`config.mk`:
```
export PLATFORM = sky130hd
export DESIGN_NAME = fsc_gate
export DESIGN_NICKNAME = d
export VERILOG_FILES = /design/src/hw/fsc_pkg.sv /design/src/hw/fsc_permit.sv /design/src/hw/fsc_gate.sv
export SDC_FILE = /design/constraint.sdc
export NUM_CORES = 1
export LEC_CHECK = 0
export BUFFER_PORTS_ARGS = -buffer_cell sky130_fd_sc_hd__clkbuf_2
export CAP_MARGIN = 10
export CORE_MARGIN = 1
export CORE_UTILIZATION = 54
export DETAILED_ROUTE_END_ITERATION = 16
export PLACE_DENSITY = 0.86
export SYNTH_ARGS = -nofsm -noshare
export SYNTH_HDL_FRONTEND = slang
export SYNTH_SLANG_ARGS = --single-unit
```
`constraint.sdc`:
```
create_clock -name sys_clk -period 2.22 [get_ports sys_clk]
set_input_delay 0.333 -clock sys_clk [delete_from_list [all_inputs] [get_ports sys_clk]]
set_output_delay 0.333 -clock sys_clk [all_outputs]
set_load 0.02 [all_outputs]
```
`src/hw/fsc_pkg.sv`:
```
`default_nettype none
package fsc_pkg;
	// ==========================================
	// opcodes seen by the gate
	localparam logic [7:0] OP_HELD_OPERATION_FLAG_A   = 8'h75;
	localparam logic [7:0] OP_HELD_OPERATION_FLAG_B   = 8'hb0;
	localparam logic [7:0] OP_RESUME_A = 8'h7a;
	localparam logic [7:0] OP_RESUME_B = 8'hd0;
	localparam logic [7:0] OP_RD_ARRAY = 8'h03;
	localparam logic [7:0] OP_RD_ID    = 8'h9f;
	localparam logic [7:0] OP_RD_LOCK  = 8'h3c;
	// ==========================================
	// frame geometry
	localparam int         OP_BITS     = 8;
	localparam logic [5:0] CNT_OP_LAST = 6'h07;
	localparam logic [5:0] CNT_OP_DONE = 6'h08;
	localparam logic [5:0] CNT_BLK_LAST = 6'h0f;
	localparam logic [5:0] CNT_MAX     = 6'h3f;
	// ==========================================
	// timing
	localparam int CLK_PERIOD_NS  = 40;
	localparam int HALT_LATENCY_NS = 20000;
	localparam int TIMER_W        = 16;
	// ==========================================
	// operation states, gray along idle-run-halting-held
	typedef enum logic [1:0] {
		FSC_IDLE    = 2'b00,
		FSC_RUN     = 2'b01,
		FSC_HALTING = 2'b11,
		FSC_HELD    = 2'b10
	} fsc_state_t;
endpackage
`default_nettype wire

```
`src/hw/fsc_permit.sv`:
```
`default_nettype none
module fsc_permit
	import fsc_pkg::*;
(
	// opcode under test
	input  wire logic [7:0] opcode,
	// gating flags
	input  wire logic       busy,
	input  wire logic       prog_held,
	input  wire logic       erase_held,
	input  wire logic       suspendable,
	// decision
	output logic            permit,
	output logic            is_held_operation_flag,
	output logic            is_prog
);
	logic held;
	logic idle;

	always_comb begin
		held    = ~busy & (prog_held | erase_held);
		idle    = ~busy & ~prog_held & ~erase_held;
		is_held_operation_flag = 1'b0;
		is_prog = 1'b0;
		case (opcode)
			// honoured in every state
			// status reads, terminate, reset, id reads, wake
			8'h05, 8'h35, 8'h15, 8'h65, 8'hf0, 8'h66, 8'h99,
			8'h9f, 8'h90, 8'h94, 8'hab: begin
				permit = 1'b1;
			end
			8'h75, 8'hb0: begin
				is_held_operation_flag = 1'b1;
				permit  = busy & suspendable;
			end
			8'h7a, 8'hd0: begin
				permit = held;
			end
			// refused while busy
			// reads, wel control, lock status, otp, sfdp, wrap
			8'h03, 8'h0b, 8'h3b, 8'h6b, 8'heb, 8'he7, 8'h06, 8'h04,
			8'h50, 8'h3c, 8'h3d, 8'h4b, 8'h5a, 8'h77: begin
				permit = idle | held;
			end
			8'h02, 8'ha2, 8'h32, 8'had, 8'haf: begin
				is_prog = 1'b1;
				permit  = idle | (~busy & ~prog_held & erase_held);
			end
			default: begin
				permit = idle;
			end
		endcase
	end
endmodule
`default_nettype wire

```
`src/hw/fsc_gate.sv`:
```
`default_nettype none
module fsc_gate
	import fsc_pkg::*;
#(
	parameter int HALT_NS = HALT_LATENCY_NS
)(
	// clock and reset
	input  wire logic       sys_clk,
	input  wire logic       rstn,
	input  wire logic       ce,
	// serial pins
	input  wire logic       spi_cs_n,
	input  wire logic       spi_sck,
	input  wire logic       spi_si,
	// array engine
	input  wire logic       op_start,
	input  wire logic       op_is_erase,
	input  wire logic [7:0] op_block,
	input  wire logic       op_suspendable,
	input  wire logic       op_done,
	input  wire logic       resume_go,
	output logic            halt_req,
	// command results
	output logic            cmd_valid,
	output logic            cmd_ignored,
	output logic [7:0]      cmd_opcode,
	output logic            prog_block_clash,
	// status flags
	output logic            device_busy_flag,
	output logic            program_suspended_flag,
	output logic            erase_suspended_flag,
	output logic            held_operation_flag
);
	// longest latency rounds down, never below one cycle
	localparam int HALT_CYC_RAW = HALT_NS / CLK_PERIOD_NS;
	localparam int HALT_CYC     = (HALT_CYC_RAW < 1) ? 1 : HALT_CYC_RAW;
	localparam logic [TIMER_W-1:0] HALT_LOAD = TIMER_W'(HALT_CYC - 1);

	// ==========================================
	// pin synchronisers
	logic [2:0] cs_reg, sck_reg, si_reg;
	logic [2:0] cs_next, sck_next, si_next;

	always_comb begin
		cs_next  = {cs_reg[1:0], spi_cs_n};
		sck_next = {sck_reg[1:0], spi_sck};
		si_next  = {si_reg[1:0], spi_si};
	end

	always_ff @(posedge sys_clk or negedge rstn) begin
		if (!rstn) begin
			cs_reg  <= 3'h7;
			sck_reg <= 3'h0;
			si_reg  <= 3'h0;
		end else if (ce) begin
			cs_reg  <= cs_next;
			sck_reg <= sck_next;
			si_reg  <= si_next;
		end
	end

	logic cs_rise, active, sck_rise, si_bit;
	assign cs_rise  = cs_reg[1] & ~cs_reg[2];
	assign active   = ~cs_reg[1];
	assign sck_rise = sck_reg[1] & ~sck_reg[2] & active;
	assign si_bit   = si_reg[1];

	// ==========================================
	// serial front end
	logic [5:0] cnt_reg, cnt_next;
	logic [7:0] sh_reg, sh_next;
	logic [7:0] byte_in;
	logic       eighth, blk_edge;
	logic       permit, is_held_operation_flag, is_prog;
	logic       held_operation_flag_pend_reg, held_operation_flag_pend_next;
	logic       chk_reg, chk_next;
	logic       cv_next, ci_next, clash_next;
	logic [7:0] op_next;
	logic       held_operation_flag_go;
	logic [7:0] blk_reg, blk_next;

	assign byte_in  = {sh_reg[6:0], si_bit};
	assign eighth   = sck_rise & (cnt_reg == CNT_OP_LAST);
	assign blk_edge = sck_rise & (cnt_reg == CNT_BLK_LAST);

	fsc_permit u_permit (
		.opcode      (byte_in),
		.busy        (device_busy_flag),
		.prog_held   (program_suspended_flag),
		.erase_held  (erase_suspended_flag),
		.suspendable (op_suspendable),
		.permit      (permit),
		.is_held_operation_flag     (is_held_operation_flag),
		.is_prog     (is_prog)
	);

	always_comb begin
		cnt_next       = cnt_reg;
		sh_next        = sh_reg;
		held_operation_flag_pend_next = held_operation_flag_pend_reg;
		chk_next       = chk_reg;
		cv_next        = 1'b0;
		ci_next        = 1'b0;
		clash_next     = 1'b0;
		op_next        = cmd_opcode;
		if (!active) begin
			cnt_next = 6'h00;
		end else if (sck_rise) begin
			sh_next = byte_in;
			if (cnt_reg != CNT_MAX) begin
				cnt_next = cnt_reg + 6'h01;
			end
		end
		if (eighth) begin
			cv_next = permit;
			ci_next = ~permit;
			op_next = byte_in;
			// either code arms the same request
			held_operation_flag_pend_next = permit & is_held_operation_flag;
			// program in erase suspend needs a block check
			chk_next = permit & is_prog & erase_suspended_flag;
		end
		if (blk_edge && chk_reg) begin
			clash_next = (byte_in == blk_reg);
			chk_next   = 1'b0;
		end
		if (cs_rise) begin
			held_operation_flag_pend_next = 1'b0;
			chk_next       = 1'b0;
		end
	end

	// act at chip select rise, only after exactly one whole byte
	assign held_operation_flag_go = cs_rise & held_operation_flag_pend_reg & (cnt_reg == CNT_OP_DONE);

	always_ff @(posedge sys_clk or negedge rstn) begin
		if (!rstn) begin
			cnt_reg          <= 6'h00;
			sh_reg           <= 8'h00;
			held_operation_flag_pend_reg    <= 1'b0;
			chk_reg          <= 1'b0;
			cmd_valid        <= 1'b0;
			cmd_ignored      <= 1'b0;
			cmd_opcode       <= 8'h00;
			prog_block_clash <= 1'b0;
		end else if (ce) begin
			cnt_reg          <= cnt_next;
			sh_reg           <= sh_next;
			held_operation_flag_pend_reg    <= held_operation_flag_pend_next;
			chk_reg          <= chk_next;
			cmd_valid        <= cv_next;
			cmd_ignored      <= ci_next;
			cmd_opcode       <= op_next;
			prog_block_clash <= clash_next;
		end
	end

	// ==========================================
	// operation state
	fsc_state_t         state_reg, state_next;
	logic               kind_reg, kind_next;
	logic               ps_next, es_next, hold_next, busy_next;
	logic [TIMER_W-1:0] tmr_reg, tmr_next;

	always_comb begin
		state_next = state_reg;
		kind_next  = kind_reg;
		ps_next    = program_suspended_flag;
		es_next    = erase_suspended_flag;
		tmr_next   = tmr_reg;
		blk_next   = blk_reg;
		case (state_reg)
			FSC_IDLE: begin
				if (op_start) begin
					state_next = FSC_RUN;
					kind_next  = op_is_erase;
					blk_next   = op_block;
				end
			end
			FSC_RUN: begin
				if (op_done) begin
					// a program inside an erase suspend returns to held
					state_next = (ps_next | es_next) ? FSC_HELD : FSC_IDLE;
				end else if (held_operation_flag_go) begin
					state_next = FSC_HALTING;
					tmr_next   = HALT_LOAD;
				end
			end
			FSC_HALTING: begin
				if (tmr_reg == '0) begin
					state_next = FSC_HELD;
					ps_next    = ps_next | ~kind_reg;
					es_next    = es_next | kind_reg;
				end else begin
					tmr_next = tmr_reg - TIMER_W'(1);
				end
			end
			FSC_HELD: begin
				if (resume_go) begin
					state_next = FSC_RUN;
					// held program resumes before held erase
					kind_next  = ~ps_next;
					if (ps_next) begin
						ps_next = 1'b0;
					end else begin
						es_next = 1'b0;
					end
				end else if (op_start && es_next && !ps_next) begin
					state_next = FSC_RUN;
					kind_next  = 1'b0;
				end
			end
			default: begin
				state_next = FSC_IDLE;
			end
		endcase
		// flags that pick the gating column
		busy_next = (state_next == FSC_RUN) || (state_next == FSC_HALTING);
		hold_next = ps_next | es_next;
	end

	always_ff @(posedge sys_clk or negedge rstn) begin
		if (!rstn) begin
			state_reg              <= FSC_IDLE;
			kind_reg               <= 1'b0;
			tmr_reg                <= '0;
			blk_reg                <= 8'h00;
			device_busy_flag       <= 1'b0;
			program_suspended_flag <= 1'b0;
			erase_suspended_flag   <= 1'b0;
			held_operation_flag    <= 1'b0;
		end else if (ce) begin
			state_reg              <= state_next;
			kind_reg               <= kind_next;
			tmr_reg                <= tmr_next;
			blk_reg                <= blk_next;
			device_busy_flag       <= busy_next;
			program_suspended_flag <= ps_next;
			erase_suspended_flag   <= es_next;
			held_operation_flag    <= hold_next;
		end
	end

	assign halt_req = (state_reg == FSC_HALTING);
endmodule
`default_nettype wire

```
* Yosys cells after proc, flatten, opt, wreduce, memory -nomap -nowiden
Cells that the tools add are included.
** Cells by class
- Equal/unequal tests :: 49
- Div/mod/pow operators :: 0
- Multiplexer cells :: 37
- Add/subtract/negate cells :: 2
- Multiply operators :: 0
- Shifts and indexed selects :: 0
- Reduce and logical (&&, ||, !) cells :: 26
- Bitwise gates (word level) :: 29
- Order comparisons :: 0
** Operators with widths (count)
- equality test 8 bit (second input constant) :: 13
- equality test 8 x 7 -> 1 bit (second input constant) :: 9
- 2-to-1 mux 16 bit :: 3
- equality test 8 x 6 -> 1 bit (second input constant) :: 5
- case mux 16 bit (2 select lines) :: 1
- equality test 8 x 3 -> 1 bit (second input constant) :: 3
- 2-to-1 mux 1 bit :: 18
- 2-to-1 mux 6 bit :: 3
- equality test 8 x 2 -> 1 bit (second input constant) :: 2
- logical NOT 16 bit :: 1
- subtractor 16 x 1 -> 16 bit (second input constant) :: 1
- AND 1 bit :: 15
- 2-to-1 mux 2 bit :: 7
- OR reduction 14 bit :: 1
- equality test 6 x 4 -> 1 bit (second input constant) :: 2
- OR reduction 11 bit :: 1
- nonzero test 2 bit :: 5
- AND reduction 3 bit :: 3
- equality test 8 x 4 -> 1 bit (second input constant) :: 1
- equality test 8 x 5 -> 1 bit (second input constant) :: 1
- equality test 8 bit :: 1
- != test 2 bit (second input constant) :: 4
- NOT 1 bit :: 8
- case mux 2 bit (4 select lines) :: 1
- 19 further kinds :: 34
** Word-level totals
- Memories kept :: 0
- Bits of input ports :: 19
- Bits in read-only memories :: 0
- Register bits :: 65
- Word-level logic and storage cells :: 162
- Memory bits (writable) :: 0
- Output and inout port bits :: 16
- Latch bits :: 0

* Depth between registers and ports, before layout
Gate-level depths: netlist (run 1).
- Depth after elaboration :: 10
- Gate-level depth with buffers :: 10
- Mapped depth without buffers :: 8

* By module
A second synthesis (run 1) with hierarchy kept.
** Second synthesis, totals
- Cells, all modules :: 384
- Area, all modules :: 3852.4 sq um
** By module, submodules not included
- fsc_gate :: cells an instance 313, area an instance 3353.2 sq um, times used 1, sequential area each 1630.3 sq um
- fsc_permit :: cells an instance 71, area an instance 499.2 sq um, times used 1, sequential area each 0.0 sq um

* Worst setup path before layout (run 1)
No wires, ideal clock.
- Path type :: flip-flop to flip-flop
- Start :: register tmr_reg[7]
- End :: register tmr_reg[5]
- Data required time :: 2.096 ns
- Arrival :: 2.168 ns
- Path slack :: -0.072 ns
- Setup time :: 0.124 ns
- Clock period less this slack :: 2.292 ns
- Stages on the path, launching flop included :: 9
- Path buffers :: 2
- Cell sequence :: dfrtp_1 -> or4_4 -> nand2b_4 -> or4b_4 -> buf_6 -> buf_12 -> nand4_4 -> xor2_2 -> nand2_1
** On the way
- Longest elaborated chain between the ends :: 3
** RTL lines
- start: declaration :: RTL line fsc_gate.sv:163 : logic [TIMER_W-1:0] tmr_reg, tmr_next;
- start signal: assignment :: RTL line fsc_gate.sv:235 : tmr_reg <= tmr_next;
- logical NOT 16 bit :: RTL line fsc_gate.sv:190 : if (tmr_reg == '0) begin
- != test 2 bit (no line)
- AND reduction 5 bit (no line)
Every way passes these cells.
A chain may end at the register's enable or synchronous reset.

* Final worst setup path (run 1)
- Start :: register tmr_reg[7]
- End :: register tmr_reg[4]
The elaborated chain is that of the path after synthesis.

==> results of run 1 <==
-- routing by layer --
| layer | global-route usage | vias to the layer above |
|---|---|---|
| met5 | 0 | - |
| met4 | 0.09091 | 0 |
| met3 | 0.05605 | 8 |
| met2 | 0.4277 | 95 |
| met1 | 0.3160 | 1525 |
| li1 | - | 1461 |
-- layout by cell type, fill, tap and decap left out, drive strengths merged, types with 4 or more instances in the layout --
master,netlist,layout
a211oi,4,4
nand4,12,12
nor3,9,9
nor4,8,8
dfrtp,62,62
nor4b,5,5
xor2,15,15
nor2,31,31
o21ai,18,18
a21oi,10,10
buf,9,29
a31oi,4,4
nand2b,7,7
nand2,46,46
clkbuf,18,45
mux2,21,21
nand3,13,13
xnor2,12,12
inv,14,14
-- path summary, 6_finish.rpt --
path | startpoint | slack (ns) | end | cells after the start
max in group asynchronous | rstn | 1.00 | cs_reg[1] | 3
worst min-delay path | spi_sck | 0.21 | sck_reg[0] | 2
worst max register to register | tmr_reg[7] | 0.05 | tmr_reg[4] | 6
worst min register to register | cmd_opcode[7] | 0.49 | cmd_opcode[7] | 2
min in group asynchronous | rstn | 0.53 | sh_reg[6] | 2
worst max-delay path | tmr_reg[7] | 0.05 | tmr_reg[4] | 6
-- cell families after synthesis --
family	synth area share
simple gates	0.2527
flops	0.4449
compound gates	0.1082
buf+inv	0.05019
xor+xnor	0.06658
mux	0.06453
fa+ha+maj	0.01297
-- final cells by class --
type	instances	share of cell area
sequential	65	0.3770
multi-input combinational	275	0.4400
clock buffer	11	0.03498
timing repair buffer	64	0.09483
inverter	15	0.01301
clock inverter	5	0.01792
tap	77	0.02226
-- through the flow --
step	cells	instance area [um2]
2_1_floorplan	381	3665
3_3_place_gp	494	4034
3_5_place_dp	494	4034
4_1_cts	511	4274
5_1_grt	512	4328
6_report	512	4328
-- worst reg2reg max path, stage by stage, from the launching register on --
cell and delay (ns):
dfrtp_1 0.39, or4_4 0.54, nand2b_4 0.16, or4b_4 0.59, nand4_1 0.15, xor2_1 0.15, nand2_1 0.07
-- power by group through the flow --
stage	clock [mW]	combinational (mW)	sequential [mW]
after floorplan	0	1.14	1.75
after detailed placement	0	1.51	1.87
final	1.15	1.57	1.87
after global routing	1.21	1.71	1.91
after global placement	0	1.44	1.85
after CTS	1.16	1.53	1.86
-- what timing repair did --
action / in CTS / in global routing
endpoints found under the hold margin: 8 / 0
cloned: 0 / 1
resized for setup: 1 / 11
pin swaps: 1 / 7
hold buffers: 1 / 0
setup endpoints to repair: 7 / 20
==> results_dict.tcl, run 1 <==
set metrics [dict create \
    switching_share 0.3621 \
    min_path_type "in -> reg" \
    grtUsageTotal 0.2511 \
    drive_above_1_share 0.2920 \
    fin_crit_ns 2.166 \
    clk_pin_slew_ns 0.07 \
    crit_chain "or4_4 -> nand2b_4 -> or4b_4 -> nand4_1 -> xor2_1 -> nand2_1" \
    synth_top_cell_by_area "dfrtp_1" \
    antenna_found_initial 0 \
    synth_area_um2 3665 \
    cts_root_buf "clkbuf_8" \
    drv_slew 0 \
    antennaDiodeCount 0 \
    switching_power_mw 1.662 \
    firstDrtPassIters 5 \
    outcome "complete, no violations" \
    tightest_slew_ns 0.6544 \
    cts.sink_count 65 \
    wl_met2_mm 4.285 \
    synth-async-reset-ratio 1.000 \
    crit_family "simple AND/OR/NAND/NOR gates" \
    fin_nets 452 \
    synth.ff_latch_count 65 \
    synth_nets 403 \
    place.port_buffers 34 \
    drc 0 \
    leakage_nw 1.943 \
    yosys_warnings 0 \
    p_per_area_nw_per_um2 1061 \
    vias 3089 \
    dr_wl_met3_um 455 \
    multi_input_area_um2 1904 \
    ys_top_cells_by_area "dfrtp_1, mux2_2, nand2_1, xor2_1, nor2_1" \
    fmax_mhz 461.7 \
    clkPwrFrac 0.250 \
    avgViaCountPerCell 6.033 \
    io_pins 35 \
    gp_congestion 0.8933 \
    path_class "reg -> reg" \
    peakVddDrop_mv 0.7146 \
    power_frac_seq 0.407 \
    die-area_um2 7120 \
    utilization 0.6701 \
    fin_crit_sh 0.9756 \
    yosys.cell_types.count 64 \
    end_kind "register" \
    initial_core_util 0.5674 \
    seq_area_frac_synth 0.4449 \
    total_power_mw 4.590 \
    seq_area_um2 1632 \
    yosysMostFrequentCell "dfrtp_1" \
    hpwlAfterDp_mm 5.871 \
    wl_per_cell_um 16.54 \
    relSlewSlack 0.5637 \
    avgSynthCellArea_um2 9.619 \
    postCtsSetupBuffers 0 \
    synth_top_area_frac 0.4234 \
    arrival_ns 2.39 \
    die_x_um 84.38 \
    ant_nets 0 \
    clockBufferDepth 2 \
    finalSetupViolations 0 \
    met1_length_mm 3.639 \
    netlist_top_cells_count "dfrtp_1, nand2_1, nor2_1" \
    grt_pass1_vias 3008 \
    cap_violations 0 \
    grt_overflow_total 0 \
    whs_ns 0.2112 \
    final-hold-violation-count 0 \
    required_ns 2.44 \
    grt_pass1_wl_mm 14.04 \
    synth_edf_count 0 \
    pwr-share-comb 0.343 \
    p_int_mw 2.928 \
    cp_slowest_stage_delay_ns 0.59 \
    final.fill_count 514 \
    drt_iter0_drc 240 \
    pre_cts_ws_ns -0.02618 \
    startpoint_type "register" \
    rsz0062_at_grt "yes" \
    setup_ws_ns 0.05406 \
    std_cell_rows 29 \
    critPathMaxFanout 8 \
    clock_latency_ns 0.35 \
    tritoncts "yes" \
    cp_num_buf_inv 0 \
    maxUsedRoutingLayer "met4" \
    core_area_um2 6459 \
    skew_ns 0.008061 \
    ys.flop_type "dfrtp_1" \
    htreeDepth 3 \
    grt_max_degree 44 \
    syn_inst 381 \
    area_growth_pct 18.09 \
    numCtsBuffers 9 \
    fin_setup_tns_ns 0 \
    crit_path_top_delay_cell "or4b_4" \
    largest_register_ffs 16 \
    fp.dieH_um 84.38 \
    finalWirelength_mm 8.469 \
]
Power figures use the tool's default switching activity.
==> run 2, diff against run 1 <==
- CELL_PAD_IN_SITES_DETAIL_PLACEMENT: unset -> 0
- CELL_PAD_IN_SITES_GLOBAL_PLACEMENT: unset -> 1
- CORE_UTILIZATION: 54 -> 42
==> results_dict.tcl, run 2 (synthesized netlist as in run 1, its figures left out) <==
set metrics [dict create \
    required_ns 2.46 \
    final-hold-violation-count 0 \
    min_path_type "in -> reg" \
    violations "setup timing" \
    final.fill_count 760 \
    power_frac_seq 0.409 \
    postPlaceCellArea_um2 4071 \
    drive_above_1_share 0.2941 \
    tightest_slew_ns 0.6600 \
    gp_congestion 0.8649 \
    critPathMaxFanout 5 \
    path_class "reg -> reg" \
    clock_latency_ns 0.36 \
    startpoint_type "register" \
    die-area_um2 9103 \
    final_common_cell "dfrtp_1" \
    p_int_mw 2.800 \
    core_area_um2 8341 \
    grt_max_degree 28 \
    end_kind "register" \
    fin_nets 459 \
    fin_crit_sh 1.013 \
    relSlewSlack 0.5591 \
    io_pins 35 \
    pwr-share-comb 0.358 \
    cts_root_buf "clkbuf_8" \
    antenna_found_initial 0 \
    arrival_ns 2.49 \
    switching_share 0.3691 \
    whs_ns 0.2040 \
    hpwlAfterDp_mm 5.844 \
    clockBufferDepth 2 \
    cts.sink_count 65 \
    initial_core_util 0.4394 \
    area_growth_pct 19.19 \
    tritoncts "yes" \
    skew_ns 0.009853 \
    std_cell_rows 33 \
    fmax_mhz 444.5 \
    grt_pass1_vias 2907 \
    die_x_um 95.41 \
    place.port_buffers 34 \
    ant_nets 0 \
    setup_ws_ns -0.02960 \
    grt_pass1_wl_mm 13.63 \
    finalWirelength_mm 8.295 \
    reg2reg_slack_ns -0.03 \
    design_area_um2 4368 \
    outcome "complete, but fails checks" \
    mostFrequentLayoutCells "dfrtp_1, nand2_1, clkbuf_2, buf_4, nor2_1" \
    drt_iter0_drc 181 \
    fin_setup_tns_ns -0.03693 \
    clkPwrFrac 0.233 \
    drc 0 \
    avgViaCountPerCell 5.505 \
    antennaDiodeCount 0 \
    leakage_nw 1.953 \
    switching_power_mw 1.638 \
    largest_register_ffs 16 \
    rsz0062_at_grt "yes" \
    pre_cts_ws_ns -0.04251 \
    fin_crit_ns 2.250 \
    htreeDepth 3 \
    utilization 0.5237 \
    vias 3011 \
    place_inst 524 \
    numCtsBuffers 9 \
    wl_per_cell_um 15.16 \
    p_per_area_nw_per_um2 1016 \
    drv_slew 0 \
    finalSetupViolations 4 \
    peakVddDrop_mv 0.4606 \
    clk_pin_slew_ns 0.07 \
    cap_violations 0 \
    fp.dieH_um 95.41 \
    total_power_mw 4.438 \
    stdcell_count 547 \
    grtUsageTotal 0.1933 \
    firstDrtPassIters 4 \
    grt_overflow_total 0 \
]
[run 2: layer usage]
metal / global-route usage / up-vias / share of wire
met5: 0 / - / 0
met4: 0.09204 / 0 / 0.022
met3: 0.04386 / 16 / 0.043
met2: 0.2911 / 68 / 0.46
met1: 0.2624 / 1457 / 0.48
li1: - / 1470 / -
[run 2: worst paths after layout]
check,startpoint,endpoint,cells after the start
max reg2reg,tmr_reg[7],tmr_reg[4],7
max,tmr_reg[7],tmr_reg[4],7
min reg2reg,cmd_opcode[5],cmd_opcode[5],2
max in group asynchronous,rstn,held_operation_flag_pend_reg,3
min in group asynchronous,rstn,sh_reg[6],2
min,op_block[1],blk_reg[1],2
[run 2: timing repair]
action / in CTS / in global routing
gates cloned: 0 / 0
gates resized for setup: 1 / 7
hold buffers: 1 / 0
endpoints found under the setup margin: 7 / 15
buffers inserted: 0 / 6
endpoints found under the hold margin: 18 / 0
pin swaps: 5 / 6
[run 2: critical path, cell delays in order, from the launching register on]
cell      delay (ns)
dfrtp_1         0.39
or4_4           0.54
nand2b_4        0.16
or4b_4          0.55
buf_6           0.16
nand4_1         0.11
xor2_1          0.16
nand2_1         0.07
[run 2: power groups by stage]
stage	Clock (mW)	Combinational [mW]	Sequential (mW)
finish	1.03	1.59	1.82
global route	1.10	1.78	1.86
CTS	1.05	1.58	1.81
detailed placement	0	1.57	1.83
global placement	0	1.52	1.82
floorplan	0	1.14	1.75
[run 2: layout make-up]
type	instances	area (um2)	area share
repair buffers	72	469.2	0.1074
well taps	105	131.4	0.03008
multi-input cells	274	1876	0.4294
flip-flops and latches	65	1630	0.3732
clock buffers	10	137.6	0.03151
clock inverters	6	67.56	0.01547
inverters	15	56.30	0.01289
